## src/hdl/xoc_pkg.sv

```systemverilog
// package: register map, fields, timing and carrier types for the oscillator control block
package xoc_pkg;

  // ==========================================================
  // register offsets (byte addresses)
  localparam logic [7:0] MAIN_CTRL_ADDR  = 8'h00;
  localparam logic [7:0] SLOW_CTRL_ADDR  = 8'h04;
  localparam logic [7:0] STATUS_ADDR     = 8'h08;
  localparam logic [7:0] IRQ_ENSET_ADDR  = 8'h0c;
  localparam logic [7:0] IRQ_ENCLR_ADDR  = 8'h10;
  localparam logic [7:0] IRQ_FLAG_ADDR   = 8'h14;
  localparam logic [7:0] IRQ_CLR_ADDR    = 8'h18;

  // ==========================================================
  // main oscillator control fields
  localparam int MAIN_ENABLE_BIT  = 1;
  localparam int MAIN_STDBY_BIT   = 6;
  localparam int MAIN_ONREQ_BIT   = 7;
  localparam int SETTLE_LSB       = 12;
  localparam int SETTLE_W         = 4;

  // slow oscillator control fields
  localparam int SLOW_ENABLE_BIT  = 1;
  localparam int SLOW_XTAL_BIT    = 2;

  // status / interrupt bit positions
  localparam int MAIN_RDY_BIT     = 0;
  localparam int SLOW_RDY_BIT     = 1;
  localparam int IRQ_W            = 2;

  // ==========================================================
  // timing: settle length is 2^sel sys_clk cycles, counted on sys_clk and not on the main oscillator clock
  localparam int SETTLE_CNT_W     = 16;
  localparam logic [SETTLE_W-1:0] SETTLE_RST = 4'h0;

  typedef struct packed {
    logic                run_in_standby;
    logic                onRequest;
    logic                enable;
    logic [SETTLE_W-1:0] settleSel;
  } xoc_main_cfg_t;

  typedef struct packed {
    logic enable;
    logic crystalSelect;
  } xoc_slow_cfg_t;

  typedef struct packed {
    logic inOverride;
    logic outOverride;
  } xoc_pin_ovr_t;

  typedef enum logic [1:0] {
    SLEEP_ACTIVE,
    SLEEP_IDLE,
    SLEEP_STANDBY
  } xoc_sleep_t;

endpackage

```

## src/hdl/xoc_crystal_osc_ctrl.sv

```systemverilog
// crystal oscillator control: main oscillator gating, settling, ready irq and slow pin override
// What this block does
// RL1 - enable low keeps main oscillator off
// RL2 - on-request: idle runs on request, standby off
// RL3 - standby-run: runs in idle and standby
// RL4 - both set: runs only on request
// RL5 - settle period after reset or wake
// RL6 - mask oscillator output while settling
// RL7 - ready flag set when settling ends
// RL8 - ready rise raises enabled interrupt, but not a main ready rise at the edge where the main oscillator stops
// RL9 - software waits ready before entering standby
// RL10 - slow oscillator: external clock or crystal
// RL11 - power-on reset leaves slow oscillator off
// RL12 - crystal mode overrides both slow pins
// RL13 - external mode overrides input pin only
// RL14 - enable write starts selected slow mode
// RL15 - crystal select one crystal, zero external
// RL16 - disable by writing zero, others unchanged
// RL17 - ready clears whenever oscillator stops
//
// Added by the designer: the address-and-strobe port and the register addresses.
module xoc_crystal_osc_ctrl
  import xoc_pkg::*;
#(
  parameter int SETTLE_CNT_W_P = SETTLE_CNT_W
) (
  input  wire logic        sys_clk,
  input  wire logic        rst_b,
  input  wire logic [7:0]  regAddr,
  input  wire logic [31:0] regWrData,
  input  wire logic        regWrStb,
  input  wire logic        regRdStb,
  input  wire logic [1:0]  sleepMode,
  input  wire logic        periphClkReq,
  input  wire logic        mainOscClkIn,
  input  wire logic        slowXtalIn,
  output logic [31:0]      regRdData,
  output logic             mainOscRun,
  output logic             mainOscClkOut,
  output logic             slowOscRun,
  output logic             slowXtalMode,
  output logic             slowXtalInOvr,
  output logic             slowXtalOutOvr,
  output logic             slowClkOut,
  output logic             irqOut
);

  // ==========================================================
  // registers
  xoc_main_cfg_t          mainCfg_ff;
  xoc_slow_cfg_t          slowCfg_ff;
  logic                   mainRun_ff;
  logic                   mainReady_ff;
  logic                   slowReady_ff;
  logic [SETTLE_CNT_W_P-1:0] settleCnt_ff;
  logic [IRQ_W-1:0]       irqFlag_ff;
  logic [IRQ_W-1:0]       irqEn_ff;
  logic [31:0]            rdData_ff;
  logic                   clkOut_ff;
  logic                   slowClk_ff;
  logic                   irq_ff;
  xoc_pin_ovr_t           pinOvr_ff;

  logic                   nxt_mainRun;
  logic [IRQ_W-1:0]       readyRise;
  logic [SETTLE_CNT_W_P-1:0] settleTarget;
  xoc_sleep_t             sleepState;

  function automatic logic wrHit(input logic [7:0] a);
    wrHit = regWrStb && (regAddr == a);
  endfunction

  assign sleepState = xoc_sleep_t'(sleepMode);

  // ==========================================================
  // main oscillator run decision
  always_comb begin
    nxt_mainRun = 1'b0;
    if (!mainCfg_ff.enable) begin
      nxt_mainRun = 1'b0; // RL1
    end else begin
      unique case (sleepState)
        SLEEP_ACTIVE:
          nxt_mainRun = !mainCfg_ff.onRequest || periphClkReq;
        SLEEP_IDLE:
          nxt_mainRun = !mainCfg_ff.onRequest || periphClkReq; // RL2 RL3 RL4
        SLEEP_STANDBY: begin
          // standby runs only with standby-run set; on-request then gates it
          if (!mainCfg_ff.run_in_standby) nxt_mainRun = 1'b0; // RL2
          else nxt_mainRun = !mainCfg_ff.onRequest || periphClkReq; // RL3 RL4
        end
        default:
          nxt_mainRun = 1'b0;
      endcase
    end
  end

  always_ff @(posedge sys_clk or negedge rst_b) begin
    if (!rst_b) mainRun_ff <= 1'b0;
    else mainRun_ff <= nxt_mainRun;
  end

  // ==========================================================
  // settling counter: restarts on every off-to-on transition
  assign settleTarget = SETTLE_CNT_W_P'((SETTLE_CNT_W_P+1)'(1) << mainCfg_ff.settleSel);

  always_ff @(posedge sys_clk or negedge rst_b) begin
    if (!rst_b) begin
      settleCnt_ff <= '0;
      mainReady_ff <= 1'b0;
    end else if (!mainRun_ff) begin
      settleCnt_ff <= '0; // RL5
      mainReady_ff <= 1'b0; // RL17
    end else if (!mainReady_ff) begin
      if (settleCnt_ff >= settleTarget - SETTLE_CNT_W_P'(1)) begin
        mainReady_ff <= 1'b1; // RL7
      end else begin
        settleCnt_ff <= settleCnt_ff + SETTLE_CNT_W_P'(1); // RL5
      end
    end
  end

  // output masked until ready; gating a clock by a flop here is a model, not a glitch-free gate
  always_ff @(posedge sys_clk or negedge rst_b) begin
    if (!rst_b) clkOut_ff <= 1'b0;
    else clkOut_ff <= mainOscClkIn && mainReady_ff && mainRun_ff; // RL6
  end

  // ==========================================================
  // slow oscillator: pin override and clock pass-through
  always_ff @(posedge sys_clk or negedge rst_b) begin
    if (!rst_b) begin
      pinOvr_ff    <= '0; // RL11
      slowReady_ff <= 1'b0;
      slowClk_ff   <= 1'b0;
    end else begin
      pinOvr_ff.inOverride  <= slowCfg_ff.enable; // RL13
      pinOvr_ff.outOverride <= slowCfg_ff.enable && slowCfg_ff.crystalSelect; // RL12
      slowReady_ff          <= slowCfg_ff.enable; // RL14
      slowClk_ff            <= slowCfg_ff.enable && slowXtalIn; // RL10
    end
  end

  // ==========================================================
  // interrupts: set wins over clear
  assign readyRise = {slowCfg_ff.enable && !slowReady_ff, nxt_mainRun && mainRun_ff
                      && !mainReady_ff && (settleCnt_ff >= settleTarget - SETTLE_CNT_W_P'(1))};

  always_ff @(posedge sys_clk or negedge rst_b) begin
    if (!rst_b) irqFlag_ff <= '0;
    else if (wrHit(IRQ_CLR_ADDR))
      irqFlag_ff <= (irqFlag_ff & ~regWrData[IRQ_W-1:0]) | readyRise; // RL8
    else irqFlag_ff <= irqFlag_ff | readyRise; // RL8
  end

  always_ff @(posedge sys_clk or negedge rst_b) begin
    if (!rst_b) irqEn_ff <= '0;
    else if (wrHit(IRQ_ENSET_ADDR)) irqEn_ff <= irqEn_ff | regWrData[IRQ_W-1:0];
    else if (wrHit(IRQ_ENCLR_ADDR)) irqEn_ff <= irqEn_ff & ~regWrData[IRQ_W-1:0];
  end

  always_ff @(posedge sys_clk or negedge rst_b) begin
    if (!rst_b) irq_ff <= 1'b0;
    else irq_ff <= |(irqFlag_ff & irqEn_ff); // RL8
  end

  // ==========================================================
  // control registers
  always_ff @(posedge sys_clk or negedge rst_b) begin
    if (!rst_b) begin
      mainCfg_ff <= '{run_in_standby: 1'b0, onRequest: 1'b0, enable: 1'b0, settleSel: SETTLE_RST};
    end else if (wrHit(MAIN_CTRL_ADDR)) begin
      mainCfg_ff.enable    <= regWrData[MAIN_ENABLE_BIT];
      mainCfg_ff.run_in_standby  <= regWrData[MAIN_STDBY_BIT];
      mainCfg_ff.onRequest <= regWrData[MAIN_ONREQ_BIT];
      mainCfg_ff.settleSel <= regWrData[SETTLE_LSB +: SETTLE_W]; // RL5
    end
  end

  // a whole-register write; software keeps the other bits when disabling
  always_ff @(posedge sys_clk or negedge rst_b) begin
    if (!rst_b) slowCfg_ff <= '0; // RL11
    else if (wrHit(SLOW_CTRL_ADDR)) begin
      slowCfg_ff.enable        <= regWrData[SLOW_ENABLE_BIT]; // RL14 RL16
      slowCfg_ff.crystalSelect <= regWrData[SLOW_XTAL_BIT]; // RL15
    end
  end

  // ==========================================================
  // read port: data valid in the cycle after the strobe only
  always_ff @(posedge sys_clk or negedge rst_b) begin
    if (!rst_b) rdData_ff <= '0;
    else if (!regRdStb) rdData_ff <= '0;
    else begin
      rdData_ff <= '0;
      unique case (regAddr)
        MAIN_CTRL_ADDR: begin
          rdData_ff[MAIN_ENABLE_BIT]            <= mainCfg_ff.enable;
          rdData_ff[MAIN_STDBY_BIT]             <= mainCfg_ff.run_in_standby;
          rdData_ff[MAIN_ONREQ_BIT]             <= mainCfg_ff.onRequest;
          rdData_ff[SETTLE_LSB +: SETTLE_W]     <= mainCfg_ff.settleSel;
        end
        SLOW_CTRL_ADDR: begin
          rdData_ff[SLOW_ENABLE_BIT] <= slowCfg_ff.enable;
          rdData_ff[SLOW_XTAL_BIT]   <= slowCfg_ff.crystalSelect;
        end
        STATUS_ADDR: begin
          rdData_ff[MAIN_RDY_BIT] <= mainReady_ff; // RL7 RL9
          rdData_ff[SLOW_RDY_BIT] <= slowReady_ff;
        end
        IRQ_ENSET_ADDR: rdData_ff[IRQ_W-1:0] <= irqEn_ff;
        IRQ_ENCLR_ADDR: rdData_ff[IRQ_W-1:0] <= irqEn_ff;
        IRQ_FLAG_ADDR:  rdData_ff[IRQ_W-1:0] <= irqFlag_ff;
        default:        rdData_ff <= '0;
      endcase
    end
  end

  assign regRdData      = rdData_ff;
  assign mainOscRun     = mainRun_ff;
  assign mainOscClkOut  = clkOut_ff;
  assign slowOscRun     = slowReady_ff;
  assign slowXtalMode   = pinOvr_ff.outOverride;
  assign slowXtalInOvr  = pinOvr_ff.inOverride;
  assign slowXtalOutOvr = pinOvr_ff.outOverride;
  assign slowClkOut     = slowClk_ff;
  assign irqOut         = irq_ff;

endmodule

```

## config.mk

```make
export PLATFORM = sky130hd
export DESIGN_NAME = xoc_crystal_osc_ctrl
export DESIGN_NICKNAME = d
export VERILOG_FILES = /design/src/hdl/xoc_pkg.sv /design/src/hdl/xoc_crystal_osc_ctrl.sv
export SDC_FILE = /design/constraint.sdc
export NUM_CORES = 1
export LEC_CHECK = 0
export ABC_AREA = 1
export BUFFER_PORTS_ARGS = -buffer_cell sky130_fd_sc_hd__buf_2
export CAP_MARGIN = 20
export CORE_MARGIN = 2
export CORE_UTILIZATION = 55
export CTS_BUF_LIST = sky130_fd_sc_hd__clkbuf_8
export CTS_CLUSTER_DIAMETER = 150
export DETAILED_ROUTE_END_ITERATION = 16
export GPL_ROUTABILITY_DRIVEN = 0
export PLACE_DENSITY = 0.84
export REMOVE_ABC_BUFFERS = 1
export SYNTH_ARGS = -nofsm -noshare
export SYNTH_HDL_FRONTEND = slang
export SYNTH_SLANG_ARGS = --single-unit
```

## constraint.sdc

```tcl
create_clock -name sys_clk -period 4.5 [get_ports sys_clk]
set_clock_uncertainty 0.15 [all_clocks]
set_input_delay 0.9 -clock sys_clk [delete_from_list [all_inputs] [get_ports sys_clk]]
set_output_delay 0.9 -clock sys_clk [all_outputs]
set_load 0.02 [all_outputs]
```

==> summary.md <==
| Metric | Value |
|---|---|
| Syn Area/Cell | 7.52 um^2 |
| Final Critical Period | roughly 3100 ps |
| Nets@finish | just over 500 |
| Slew Limit Fails | 0 |
| Commonest non-fill, non-tap cells in the layout | 102 x nand2_1, 45 x dfrtp_1, 42 x buf_2, 41 x inv_1, 39 x nor2_1 |
| CP startpoint kind | flip-flop |
| Starting Density | 0.581 |
| Vias in the first global route | 2315 |
| Final setup TNS | 0 ps |
| EDFF count, synth | 0 |
| Hold path endpoint | slowXtalInOvr$_DFF_PN0_ |
| Die width | between 70 and 80 um |
| Post_cts resized | 0 |
| Core Footprint | between 5000 and 6000 um^2 |
| Max_cap viols | 0 |
| PortBufs | 42 |
| Antenna violations before repair | 0 |
| Crit Reg-Reg Endpoint | settleCnt_ff[2]$_DFFE_PN0P_ |
| Grt met1 use | 0.282 |
| Placed instance count | 503 |
| Met3 Usage GRT | 0.0368 |
| Layout Cells excl Fill | slightly above 500 |
| Routed WL per cell | 12.1 um |
| GRT met2 Usage | 0.347 |
| Vert. Die Dim | 78.1 um |
| Diodes inserted | 0 |
| Layout cells sized above 1 | 0.158 |
| Asr flop ratio synth | 1.00 |
| Register-to-Register Path Depth | 15 |
| Largest net degree at the start of global routing | 46 |
| Post-CTS setup buffers | 0 |
| CP required | 4600 ps |
| Via count | roughly 2600 |
| H-Tree Depth | 2 |
| Depth of the worst hold-timing path | 0 |
| Final setup violation count | 0 |
| Fmax | around 0.32 GHz |
| Layout area overhead | 8.45% |
| First-pass GRT wire length | roughly 10 mm |
| Routed WL | between 6 and 7 mm |
| RR Startpoint | mainCfg_ff[0]$_DFFE_PN0P_ |
| Drt pass-1 iters | 5 |
| Synth Warn # | 0 |
| R2R setup slack | roughly 1400 ps |
| Overall Global Routing Usage | 0.210 |
| Critical Path End Type | flip-flop |
| FP Rows | 26 |
| Crit path max fanout | 17 |
| Critical path class | reg -> reg |
| Grt total ovfl | 0 |
| Clk buf depth | 2 |
| Sequential fraction of the synthesis area | 0.373 |
| Skew-Pair Late Insertion Delay | 310 ps |
| First DRT Iteration DRCs | 195 |
| Hold Crit Class | reg -> reg |
| RSZ-0062 raised after global routing | false |
| Min-delay src | slowCfg_ff[1]$_DFFE_PN0P_ |
| Hold Buf Count CTS | 0 |
| Vias per inst | about 5.1 |
| Arrival @ worst endpoint | 3240 ps |
| Period utilization | 0.697 |
| I/O pins | between 80 and 90 |
| Worst vdd ir | around 0.00017 V |
| Residual DRC | 0 |
| Outcome | finished clean |
| CTS tree | yes |
| Synthesized flop and latch total | 45 |
| Main synth FF type | dfrtp_1 |
| Antenna-violating nets left | 0 |
| Lkg Pwr | ~1.8 nW |
| Most common cell after layout, fill and taps aside | nand2_1 |
| Die ar. | slightly above 6000 um^2 |
| Clock root buffer master | clkbuf_8 |
| PD cells | 232 nW/um^2 |
| Clock-pin slew on the worst setup and hold paths | roughly 90 ps |
| Synth cell types | 37 |
| GRT busiest layer | met2 |
| Hold Fails Final Rpt | 0 |
| CTS sink count | 45 |
| Filler cell count | between 400 and 500 |
| Synth Cell Area | ~3000 um^2 |
| Num CTS Buffers | 5 |
| Cells after Synth | ~400 |
| Hpwl dp | 4.53 mm |
## layer usage
metal | vias to the layer above | wire length (um)
met5 | - | 0
met3 | 7 | 367
met1 | 1185 | 2780
met4 | 0 | 78
li1 | 1337 | -
met2 | 93 | 2990
## registers in the layout (all words and copies together) (netlist names), 2 cells and up, named ones only
| name | flops |
|---|---|
| slowCfg_ff | 2 |
| regRdData | 9 |
| irqFlag_ff | 2 |
| settleCnt_ff | 16 |
| mainCfg_ff | 7 |
## through the flow
step | cell area, um^2 | hold slack (ps) | power [W] | utilization | worst slack (ps)
floorplan | 2860 | 282 | 0.000470 | - | 1830
global placement | 3160 | 325 | 0.000500 | 0.608 | 1490
finish | 3280 | 343 | 0.000762 | 0.630 | 1360
CTS | 3260 | 346 | 0.000763 | 0.626 | 1410
global route | 3280 | 389 | 0.000795 | 0.630 | 1120
detailed placement | 3160 | 325 | 0.000502 | 0.608 | 1430
## how the worst max path moves through the flow
stage,start,to,cells after the start
after floorplan,mainCfg_ff[3]$_DFFE_PN0P_,settleCnt_ff[0]$_DFFE_PN0P_,15
after global placement,mainCfg_ff[0]$_DFFE_PN0P_,settleCnt_ff[12]$_DFFE_PN0P_,15
after detailed placement,mainCfg_ff[3]$_DFFE_PN0P_,settleCnt_ff[6]$_DFFE_PN0P_,15
after CTS,mainCfg_ff[3]$_DFFE_PN0P_,settleCnt_ff[6]$_DFFE_PN0P_,15
after global routing,mainCfg_ff[3]$_DFFE_PN0P_,settleCnt_ff[2]$_DFFE_PN0P_,15
final,mainCfg_ff[0]$_DFFE_PN0P_,settleCnt_ff[2]$_DFFE_PN0P_,15
## cells by family after synthesis
| logic type | share of synthesized area |
|---|---|
| AOI/OAI and AO/OA | 0.0899 |
| xor gates and xnor gates | 0.0232 |
| adders and majority gates | 0.0745 |
| buffers and inverters | 0.135 |
| DFF | 0.373 |
| muxes | 0.00373 |
| other | 0.00249 |
| and+or+nand+nor | 0.299 |
## cell type report
class	count	area, um^2	share of cell area
Clock buffer	5	68.8	0.0210
Clock inverter	3	25.0	0.00764
Inverter	43	161	0.0493
Multi-Input combinational cell	302	1570	0.479
Sequential cell	45	1130	0.344
Tap cell	70	87.6	0.0267
Timing Repair Buffer	44	238	0.0725
## synthesized netlist by cell type, types with 2 or more instances
library cell	number	share of area
inv_1	41	0.051
nand2_1	102	0.13
buf_4	27	0.067
nand2_2	3	0.0062
ha_1	18	0.075
buf_2	2	0.0033
nand3_1	28	0.046
buf_6	2	0.0075
o21ai_1	4	0.0066
o211ai_1	2	0.0050
conb_1	2	0.0025
nand3_2	2	0.0066
a31oi_1	2	0.0041
a21oi_1	16	0.027
o22ai_1	2	0.0041
dfrtp_1	45	0.37
o21ai_0	16	0.027
nor2_1	39	0.048
nand4_1	6	0.012
xor2_1	6	0.017
clkbuf_1	3	0.0037
inv_2	2	0.0025
nor2_2	6	0.012
xnor2_1	2	0.0058
nor3_1	12	0.020
## critical path, cell delays in order, from the launching register on
cell,delay [ps]
dfrtp_1,470
nor2_1,290
nand2_1,140
ha_1,230
nand2_2,140
a21oi_2,80
o21ai_0,130
xor2_1,210
ha_1,270
nand4_1,120
a21oi_1,60
nor2_2,140
nand3_4,240
nand2_4,260
nand2_1,90
nand2_1,60
## where the power goes
part           internal, W  switching (W)
Combinational    0.0000221      0.0000559
Sequential        0.000411     0.00000768
Clock             0.000112       0.000153
Total             0.000545       0.000217
Power figures use the tool's default switching activity.
